==> src/i2cst_defs.svh <==
/*
 * Register offsets, field positions, reset values and clock figures for the
 * two-wire status flag block.
 * Assumes inclusion by bare name from the bench, the status block and the checker.
 */
`ifndef I2CST_DEFS_SVH
`define I2CST_DEFS_SVH

// ****************************************
// Register byte offsets
// ****************************************
`define I2CST_OFS_STATUS 12'h000
`define I2CST_OFS_MASK 12'h004
`define I2CST_OFS_TXBUF 12'h008
`define I2CST_OFS_RXBUF 12'h00C
`define I2CST_OFS_EVENT 12'h010
`define I2CST_OFS_EVMASK 12'h014

// ****************************************
// Status field positions
// ****************************************
`define I2CST_BIT_ACK 15
`define I2CST_BIT_TXP 14
`define I2CST_BIT_COL 10
`define I2CST_BIT_GC 9
`define I2CST_BIT_TEN 8
`define I2CST_BIT_WCOL 7
`define I2CST_BIT_OV 6
`define I2CST_BIT_DA 5
`define I2CST_BIT_STOP 4
`define I2CST_CLR_MASK 16'h04C0

// ****************************************
// Event register bits
// ****************************************
`define I2CST_EV_COL 0
`define I2CST_EV_WCOL 1
`define I2CST_EV_OV 2
`define I2CST_EV_STOP 3
`define I2CST_EV_RX 4
`define I2CST_EV_W 5

// ****************************************
// Reset values and clock
// ****************************************
`define I2CST_RST_STATUS 16'h0000
`define I2CST_RST_BYTE 8'h00
`define I2CST_CLK_HZ 40000000

`endif

==> src/i2cst_pkg.sv <==
/*
 * Types for the two-wire status flag block.
 * Assumes the defs header is on the include path.
 */
package i2cst_pkg;

	// ****************************************
	// Protocol engine event bundle
	// ****************************************
	typedef struct packed {
		logic ack_slot_end;
		logic ack_nack;
		logic tx_start;
		logic collision;
		logic gc_match;
		logic ten_bit_match;
		logic addr_match;
		logic data_byte;
		logic start_det;
		logic stop_det;
		logic rx_load;
		logic [7:0] rx_byte;
	} i2cst_evt_t;

	typedef struct packed {
		logic ack_result_flag;
		logic tx_in_progress_flag;
		logic collision_flag;
		logic general_call_flag;
		logic ten_bit_match_flag;
		logic write_collision_flag;
		logic rx_overflow_flag;
		logic data_flag;
		logic stop_flag;
	} i2cst_flags_t;

endpackage : i2cst_pkg

==> src/i2cst_status.sv <==
/*
 * Status flag logic of a two-wire bus controller, with APB slave, transmit
 * and receive buffers and a masked event interrupt.
 * Assumes a protocol engine that pulses the event bundle for one pclk each,
 * and an APB master that holds a request until pready.
 */
// The register addresses and register access over APB are this design's own decisions.
`timescale 1ns/1ps
`include "i2cst_defs.svh"

module i2cst_status
	import i2cst_pkg::*;
#(
	parameter int ADDR_W = 12
) (
	// Clock and reset
	input wire logic pclk,
	input wire logic presetn,
	// APB slave
	input wire logic psel,
	input wire logic penable,
	input wire logic pwrite,
	input wire logic [ADDR_W-1:0] paddr,
	input wire logic [31:0] pwdata,
	input wire logic [3:0] pstrb,
	output logic [31:0] prdata,
	output logic pready,
	output logic pslverr,
	// Protocol engine
	input wire i2cst_evt_t evt,
	input wire logic module_busy,
	input wire logic tx_taken,
	output logic [7:0] tx_byte,
	output logic tx_full,
	output logic rx_full,
	output i2cst_flags_t flags,
	// Interrupt
	output logic irq
);

	// Offsets up to the event mask need five address bits
	if (ADDR_W < 5) begin : g_addr_w_check
		$error("ADDR_W too small for the register map");
	end

	// ****************************************
	// Bus decode
	// ****************************************
	logic [15:0] stat_q, stat_d;
	logic [15:0] mask_q;
	logic [5:0] ev_q;
	wire logic [5:0] ev_d;
	logic [5:0] evmask_q;
	logic [7:0] txbuf_q, rxbuf_q;
	logic txf_q, rxf_q;
	logic [11:0] addr12;
	logic acc, wr, rd, lo_en;
	logic sel_stat, sel_mask, sel_tx, sel_rx, sel_ev, sel_evm, hit;
	logic tx_wr, tx_reject, rx_read, ov_evt;
	logic [15:0] clr_stat;
	logic [5:0] clr_ev, set_ev;

	assign addr12 = 12'(paddr);
	assign acc = psel & penable;
	assign wr = acc & pwrite;
	assign rd = acc & ~pwrite;
	assign lo_en = pstrb[0];
	assign sel_stat = (addr12 == `I2CST_OFS_STATUS);
	assign sel_mask = (addr12 == `I2CST_OFS_MASK);
	assign sel_tx = (addr12 == `I2CST_OFS_TXBUF);
	assign sel_rx = (addr12 == `I2CST_OFS_RXBUF);
	assign sel_ev = (addr12 == `I2CST_OFS_EVENT);
	assign sel_evm = (addr12 == `I2CST_OFS_EVMASK);
	assign hit = sel_stat | sel_mask | sel_tx | sel_rx | sel_ev | sel_evm;
	assign pready = 1'b1;
	assign pslverr = acc & ~hit;

	assign tx_wr = wr & sel_tx & lo_en;
	assign tx_reject = tx_wr & (module_busy | txf_q);
	assign rx_read = rd & sel_rx;
	assign ov_evt = evt.rx_load & rxf_q & ~rx_read;

	assign clr_stat = (wr & sel_stat) ?
		(pwdata[15:0] & {{8{pstrb[1]}}, {8{pstrb[0]}}} & `I2CST_CLR_MASK) : 16'h0000;

	// ****************************************
	// Status next value
	// ****************************************
	always_comb begin
		stat_d = stat_q;
		stat_d = stat_d & ~clr_stat;
		if (evt.ack_slot_end) begin
			stat_d[`I2CST_BIT_ACK] = evt.ack_nack;
		end
		if (evt.ack_slot_end) begin
			stat_d[`I2CST_BIT_TXP] = 1'b0;
		end
		if (evt.tx_start) begin
			stat_d[`I2CST_BIT_TXP] = 1'b1;
		end
		if (evt.collision) begin
			stat_d[`I2CST_BIT_COL] = 1'b1;
		end
		if (evt.stop_det) begin
			stat_d[`I2CST_BIT_GC] = 1'b0;
			stat_d[`I2CST_BIT_TEN] = 1'b0;
		end
		if (evt.gc_match) begin
			stat_d[`I2CST_BIT_GC] = 1'b1;
		end
		if (evt.ten_bit_match) begin
			stat_d[`I2CST_BIT_TEN] = 1'b1;
		end
		if (tx_reject) begin
			stat_d[`I2CST_BIT_WCOL] = 1'b1;
		end
		if (ov_evt) begin
			stat_d[`I2CST_BIT_OV] = 1'b1;
		end
		if (evt.addr_match) begin
			stat_d[`I2CST_BIT_DA] = 1'b0;
		end else if (evt.data_byte) begin
			stat_d[`I2CST_BIT_DA] = 1'b1;
		end
		if (evt.stop_det) begin
			stat_d[`I2CST_BIT_STOP] = 1'b1;
		end else if (evt.start_det) begin
			stat_d[`I2CST_BIT_STOP] = 1'b0;
		end
		stat_d[13:11] = 3'h0;
		stat_d[3:0] = 4'h0;
	end

	// ****************************************
	// Event sticky bits
	// ****************************************
	assign set_ev = {tx_reject, evt.rx_load, evt.stop_det, ov_evt, tx_reject, evt.collision};
	assign clr_ev = (wr & sel_ev & lo_en) ? pwdata[5:0] : 6'h00;

	// Set wins over clear so no event is lost
	for (genvar b = 0; b < 6; b++) begin : g_ev
		if (b == `I2CST_EV_W) begin : g_copy
			// Mirror of write collision; it clears together with it
			assign ev_d[b] = ev_d[`I2CST_EV_WCOL];
		end else begin : g_sticky
			assign ev_d[b] = (ev_q[b] & ~clr_ev[b]) | set_ev[b];
		end
	end

	always_ff @(posedge pclk or negedge presetn) begin
		if (!presetn) begin
			stat_q <= `I2CST_RST_STATUS;
			ev_q <= 6'h00;
		end else begin
			stat_q <= stat_d;
			ev_q <= ev_d;
		end
	end

	always_ff @(posedge pclk or negedge presetn) begin
		if (!presetn) begin
			mask_q <= 16'h0000;
			evmask_q <= 6'h00;
		end else begin
			if (wr & sel_mask) begin
				mask_q <= pwdata[15:0] & `I2CST_CLR_MASK;
			end
			if (wr & sel_evm & lo_en) begin
				evmask_q <= pwdata[5:0];
			end
		end
	end

	// ****************************************
	// Buffers
	// ****************************************
	always_ff @(posedge pclk or negedge presetn) begin
		if (!presetn) begin
			txbuf_q <= `I2CST_RST_BYTE;
			txf_q <= 1'b0;
		end else begin
			if (tx_wr & ~tx_reject) begin
				txbuf_q <= pwdata[7:0];
				txf_q <= 1'b1;
			end else if (tx_taken) begin
				txf_q <= 1'b0;
			end
		end
	end

	// Overflowing byte is dropped; the unread byte is kept
	always_ff @(posedge pclk or negedge presetn) begin
		if (!presetn) begin
			rxbuf_q <= `I2CST_RST_BYTE;
			rxf_q <= 1'b0;
		end else begin
			if (evt.rx_load & ~ov_evt) begin
				rxbuf_q <= evt.rx_byte;
				rxf_q <= 1'b1;
			end else if (rx_read) begin
				rxf_q <= 1'b0;
			end
		end
	end

	// ****************************************
	// Read mux and outputs
	// ****************************************
	logic [31:0] rdata_sel;
	assign rdata_sel = sel_stat ? {16'h0000, stat_q} :
		sel_mask ? {16'h0000, mask_q} :
		sel_tx ? {24'h000000, txbuf_q} :
		sel_rx ? {24'h000000, rxbuf_q} :
		sel_ev ? {26'h0000000, ev_q} :
		sel_evm ? {26'h0000000, evmask_q} : 32'h00000000;
	assign prdata = rd ? rdata_sel : 32'h00000000;

	assign tx_byte = txbuf_q;
	assign tx_full = txf_q;
	assign rx_full = rxf_q;
	assign irq = (|(stat_q & mask_q)) | (|(ev_q & evmask_q));

	assign flags.ack_result_flag = stat_q[`I2CST_BIT_ACK];
	assign flags.tx_in_progress_flag = stat_q[`I2CST_BIT_TXP];
	assign flags.collision_flag = stat_q[`I2CST_BIT_COL];
	assign flags.general_call_flag = stat_q[`I2CST_BIT_GC];
	assign flags.ten_bit_match_flag = stat_q[`I2CST_BIT_TEN];
	assign flags.write_collision_flag = stat_q[`I2CST_BIT_WCOL];
	assign flags.rx_overflow_flag = stat_q[`I2CST_BIT_OV];
	assign flags.data_flag = stat_q[`I2CST_BIT_DA];
	assign flags.stop_flag = stat_q[`I2CST_BIT_STOP];

endmodule : i2cst_status

==> config.mk <==
export PLATFORM = sky130hd
export DESIGN_NAME = i2cst_status
export DESIGN_NICKNAME = d
export VERILOG_FILES = /design/src/i2cst_pkg.sv /design/src/i2cst_status.sv
export VERILOG_INCLUDE_DIRS = /design/src
export SDC_FILE = /design/constraint.sdc
export NUM_CORES = 1
export LEC_CHECK = 0
export BUFFER_PORTS_ARGS = -buffer_cell sky130_fd_sc_hd__buf_4
export CAP_MARGIN = 0
export CELL_PAD_IN_SITES_DETAIL_PLACEMENT = 1
export CELL_PAD_IN_SITES_GLOBAL_PLACEMENT = 2
export CORE_ASPECT_RATIO = 0.7
export CORE_UTILIZATION = 27
export DETAILED_ROUTE_END_ITERATION = 12
export HOLD_SLACK_MARGIN = 0.08
export PLACE_DENSITY_LB_ADDON = 0.1
export SYNTH_ARGS = -nofsm -noshare
export SYNTH_HDL_FRONTEND = slang
export SYNTH_SLANG_ARGS = --single-unit
==> constraint.sdc <==
create_clock -name pclk -period 3.3 [get_ports pclk]
set_input_delay 0.165 -clock pclk [delete_from_list [all_inputs] [get_ports pclk]]
set_output_delay 0.165 -clock pclk [all_outputs]
set_load 0.05 [all_outputs]
==> After elaboration in Yosys (flattened, before gate mapping) <==
Index checks and enable logic that the tools add are counted.
{ "op_classes": {"bitwise": 50, "eq_ne": 5, "muxes": 26, "reduce_logical": 5} }
{ "op_table": {"columns": ["cell", "n"], "rows": [
  ["$mux 16", 2],
  ["$eq 12x4->1 const B", 2],
  ["$eq 12x5->1 const B", 2],
  ["$and 1x1->1", 23],
  ["$mux 11", 2],
  ["$and 16x11->16", 1],
  ["$and 16x16->16", 1],
  ["$mux 1", 16],
  ["$mux 8", 2],
  ["$not 11->16", 1],
  ["$reduce_or 16->1", 1],
  ["$eq 12x3->1 const B", 1],
  ["$logic_not 12->1", 1],
  ["$mux 6", 2],
  ["$or 1x1->1", 12],
  ["$and 11x11->11", 1],
  ["$not 1->1", 10],
  ["$and 6x6->6", 1],
  ["$reduce_or 6->1", 1],
  ["$mux 5", 1],
  ["$reduce_bool 2->1", 2],
  ["$mux 2", 1]
]} }
{ "totals": {"register_bits": 42, "wordCells": 94, "in_bits": 74} }

==> Longest topological paths before layout <==
{ "logic_depth": {"depth_word": 8, "ltp_mapped": 5} }

==> Worst setup path before layout <==
OpenSTA, ideal clock, no wires.
{ "synth_timing": {"kind": "register -> output", "from": "register txbuf_q[6] (netlist: tx_byte[6])", "to": "output port prdata[6]", "t_required_ns": 3.135, "path_stages_with_launch": 4, "path_slack_ns": -0.228, "arrival_time_ns": 3.363, "path_cell_list": "dfrtp_1 mux2i_1 and2_1 a2111oi_0"} }
{ "synth_between": {"elab_chain_cells": 4} }
{ "synth_lines": {"columns": ["item", "line_no", "rtl"], "rows": [
  ["start: declaration", "i2cst_status.sv:54", "logic [7:0] txbuf_q, rxbuf_q;"],
  ["start signal: assignment", "i2cst_status.sv:179", "txbuf_q <= `I2CST_RST_BYTE;"],
  ["start signal: assignment", "i2cst_status.sv:183", "txbuf_q <= pwdata[7:0];"],
  ["$mux 8", "i2cst_status.sv:212", "sel_tx ? {24'h000000, txbuf_q} :"],
  ["$mux 11", "i2cst_status.sv:211", "sel_mask ? {16'h0000, mask_q} :"],
  ["$mux 16", "i2cst_status.sv:210", "assign rdata_sel = sel_stat ? {16'h0000, stat_q} :"],
  ["$mux 16", "i2cst_status.sv:216", "assign prdata = rd ? rdata_sel : 32'h00000000;"],
  ["end: declaration", "i2cst_status.sv:26", "output logic [31:0] prdata,"]
]} }
Every way passes these cells.

==> Worst setup path after layout <==
{ "layout_timing": {"from": "input port paddr[6]", "to": "output port prdata[5]"} }
{ "layout_between": {"elab_chain_cells": 8, "elab_cells_between_ends": 13, "classes_between": "eq/ne: 5; mux: 7; reduce/logical: 1"} }
{ "layout_lines": {"columns": ["item", "line_no", "rtl"], "rows": [
  ["start: declaration", "i2cst_status.sv:23", "input wire logic [ADDR_W-1:0] paddr,"],
  ["$eq 12x5->1 (no line)", null, null],
  ["$mux 6", "i2cst_status.sv:215", "sel_evm ? {26'h0000000, evmask_q} : 32'h00000000;"],
  ["$mux 6", "i2cst_status.sv:214", "sel_ev ? {26'h0000000, ev_q} :"],
  ["$mux 8", "i2cst_status.sv:213", "sel_rx ? {24'h000000, rxbuf_q} :"],
  ["$mux 8", "i2cst_status.sv:212", null],
  ["$mux 11", "i2cst_status.sv:211", null],
  ["$mux 16 *", "i2cst_status.sv:210", null],
  ["$mux 16 *", "i2cst_status.sv:216", null]
]} }
Every way passes the cells marked *; elsewhere a longest branch is shown, timed or not.

==> results.json <==
{
  "achievable-frequency_mhz": 445,
  "antenna-diode-count": 0,
  "timing.setup.critical_path_class": "primary input to primary output",
  "number_of_buffers_created_by_cts": 5,
  "drv_slew": 0,
  "grt_setup_unrepaired": "false",
  "final_design_area_no_fill_um2": 3180,
  "clock_path_buffers": 2,
  "synth-warning-count": 0,
  "synth.area.mux_share": 0.150,
  "post-route-min-period_ns": 2.25,
  "maxSlewHeadroom": 0.459,
  "post_synth_inst_count": 205,
  "synth_top_cell_area_share": 0.448,
  "die-width_um": 112,
  "comb_power_share": 0.159,
  "yosysSeqAreaShare": 0.448,
  "grt_usage": 0.176,
  "area_growth_syn_to_layout_pct": 38.8,
  "antenna_found_initial": 0,
  "io_buffer_count": 82,
  "fillCellCount": 882,
  "timing.hold.worst.class": "primary input to flop",
  "cts_resized": 0,
  "coreArea_um2": 8040,
  "fin_crit_sh": 0.682,
  "crit_path_start_kind": "primary input",
  "final_nets": 372,
  "synth_edf_count": 0,
  "wire_length_of_the_first_global_routing_pass_mm": 11.5,
  "critPathSlowestCell": "nor3_1",
  "netlist_area_um2": 2290,
  "crit_top_cell": "buf_4",
  "cp_data_required_time_ns": 3.13,
  "dp_hpwl_mm": 5.39,
  "post_synth_most_frequent_cells": "dfrtp_1, mux2_2, buf_4",
  "endpoint_kind": "primary output",
  "largest_family_of_logic_cells_by_synthesized_area": "simple AND/OR/NAND/NOR gates",
  "place_congestion": 0.775,
  "pin_count_of_the_biggest_net_entering_global_routing": 42,
  "std_cell_rows": 27,
  "finClkSkew_ns": 0.00787,
  "detail_route.wirelength_mm": 7.13,
  "clock_sink_count": 41,
  "reported_max_cap_violation_count": 0,
  "critPathMaxStageDelay_ns": 0.59,
  "drt_pass1_iterations": 8,
  "remaining_drc_errors": 5,
  "outcome": "finished with violations",
  "pwr-share-clk": 0.415,
  "top_count_cell_post_synth": "dfrtp_1",
  "top_level_ports": 128,
  "sequentialPowerShare": 0.426,
  "setup-violations-final": 0,
  "failed_checks": "DRC",
  "drt_first_iter_violations": 63,
  "dpl-instance-area_um2": 2950,
  "prevailing_post_synth_register_cell": "dfrtp_1",
  "critPathMaxFanout": 6,
  "timing_hold_violations_final": 0,
  "async_reset_ff_frac": 1.00,
  "path_cells": "buf_4, nor4_4, nand3_1, nor3_1, a221o_1, buf_4",
  "p_leak_uw": 0.00157,
  "synth_largest_area_cell": "dfrtp_1",
  "route.detailed.vias_per_inst": 4.85,
  "worstSkewPairLatency_ns": 0.30,
  "cp.buffers_inverters": 2,
  "routedWlPerCell_um": 17.8,
  "post_synth_main_area_contributors": "dfrtp_1, mux2_2, buf_4, a21o_1, nor4b_4",
  "ys_types": 45,
  "clk_pin_slew_worst_paths_ns": 0.07,
  "fraction_of_final_layout_cells_sized_beyond_drive_strength_1": 0.428,
  "dieArea_um2": 8860,
  "power_density_nw_per_um2": 379,
  "worst_path_arrival_ns": 2.08,
  "synth_compound_area_frac": 0.144,
  "post_synth_and_or_nand_nor_area_fraction": 0.168,
  "sw_frac_of_total": 0.289,
  "total_switching_power_uw": 348,
  "worst_pin_slew_ns": 0.803,
  "internal_power_uw": 855,
  "irDropWorstVdd_mv": 0.165,
  "cts_htree_levels": 2,
  "crit_family": "simple AND/OR/NAND/NOR gates",
  "hold_slack_ns": 0.0947,
  "synth-seq-cells": 41,
  "gr-total-overflow": 0,
  "fin_tns_setup_ns": 0,
  "postSynthAreaPerCell_um2": 11.2,
  "start_util": 0.285,
  "reg2reg_slack_ns": 1.51,
  "number_of_global_route_vias_before_repair": 1972,
  "clk_root_buffer_cell": "clkbuf_16",
  "die_height_um": 79.1,
  "adder_cell_fraction_of_synth_area": 0,
  "drt.antenna.violating_nets": 0,
  "tritoncts": "done",
  "route.vias.total": 1938,
  "synth-xor-area-share": 0
}
==> registers in the layout, indices dropped and copies added, names as in the netlist <==
signal / count
ev_q: 5
evmask_q: 6
mask_q: 3
rx_full: 1
rxbuf_q: 8
stat_q: 9
tx_byte: 8
tx_full: 1
==> layer usage <==
| metal | track usage | vias to the layer above | part of all wire |
|---|---|---|---|
| met4 | 0.0640 | 0 | 0.014 |
| met3 | 0.0389 | 8 | 0.044 |
| met1 | 0.258 | 962 | 0.51 |
| met5 | 0 | - | 0 |
| met2 | 0.251 | 47 | 0.43 |
| li1 | - | 921 | - |
==> worst reg2reg max path, cell delays in order, from the launching register on <==
cell	delay [ns]
dfrtp_1	0.36
inv_1	0.04
a41oi_1	0.34
nand2b_1	0.53
mux2_2	0.40
==> layout by cell type, fill, tap and decap left out, drive strengths merged, types with 6 or more instances in the layout <==
cell	netlist	routed
and3	6	6
dfrtp	41	41
buf	22	85
dlygate4sd3	0	8
a21o	8	8
conb	2	20
a21oi	6	6
o21ai	8	8
nand3	7	7
mux2	27	27
nand2	7	7
inv	7	8
==> final timing paths <==
kind                       startpoint    endpoint  depth (start not counted)
min                            evt[2]  rxbuf_q[2]                          2
max                          paddr[6]   prdata[5]                          6
min in group asynchronous     presetn     tx_full                          2
min reg2reg                 stat_q[9]   stat_q[9]                          1
max in group asynchronous     presetn   stat_q[7]                          2
max reg2reg                   rx_full  rxbuf_q[1]                          4
==> stage by stage <==
| step | total power, uW | util | instances | setup WS, ns |
|---|---|---|---|---|
| 2_1_floorplan | 638 | - | 223 | 0.434 |
| 3_3_place_gp | 706 | 0.367 | 384 | 1.01 |
| 3_5_place_dp | 707 | 0.367 | 384 | 0.955 |
| 4_1_cts | 1220 | 0.395 | 400 | 0.955 |
| 5_1_grt | 1250 | 0.395 | 400 | 0.776 |
| 6_report | 1200 | 0.395 | 400 | 1.05 |
==> power groups by stage <==
stage	registers, uW	clock network [uW]	logic, uW
after floorplan	541	0	97.3
after global placement	522	0	184
after detailed placement	522	0	185
after CTS	513	513	193
after global routing	513	535	206
final	513	499	191
==> cell type report <==
class,instances,area [um^2],area share
clock inverter,3,21.3,0.00669
tap,101,126,0.0397
clock buffer,5,125,0.0394
inverter,7,26.3,0.00826
sequential,41,1030,0.323
multi-input combinational,150,1140,0.357
timing repair buffer,93,718,0.226
==> cell families after synthesis <==
kind of cell / Yosys count
buffers and inverters: 32
AOI/OAI and AO/OA: 44
and+or+nand+nor: 55
DFF: 41
other: 2
muxes: 31
==> what timing repair did <==
item	4_1_cts	5_1_grt
setup buffers	0	0
hold endpoints to repair	49	0
hold buffers	8	0
Power figures use the tool's default switching activity.
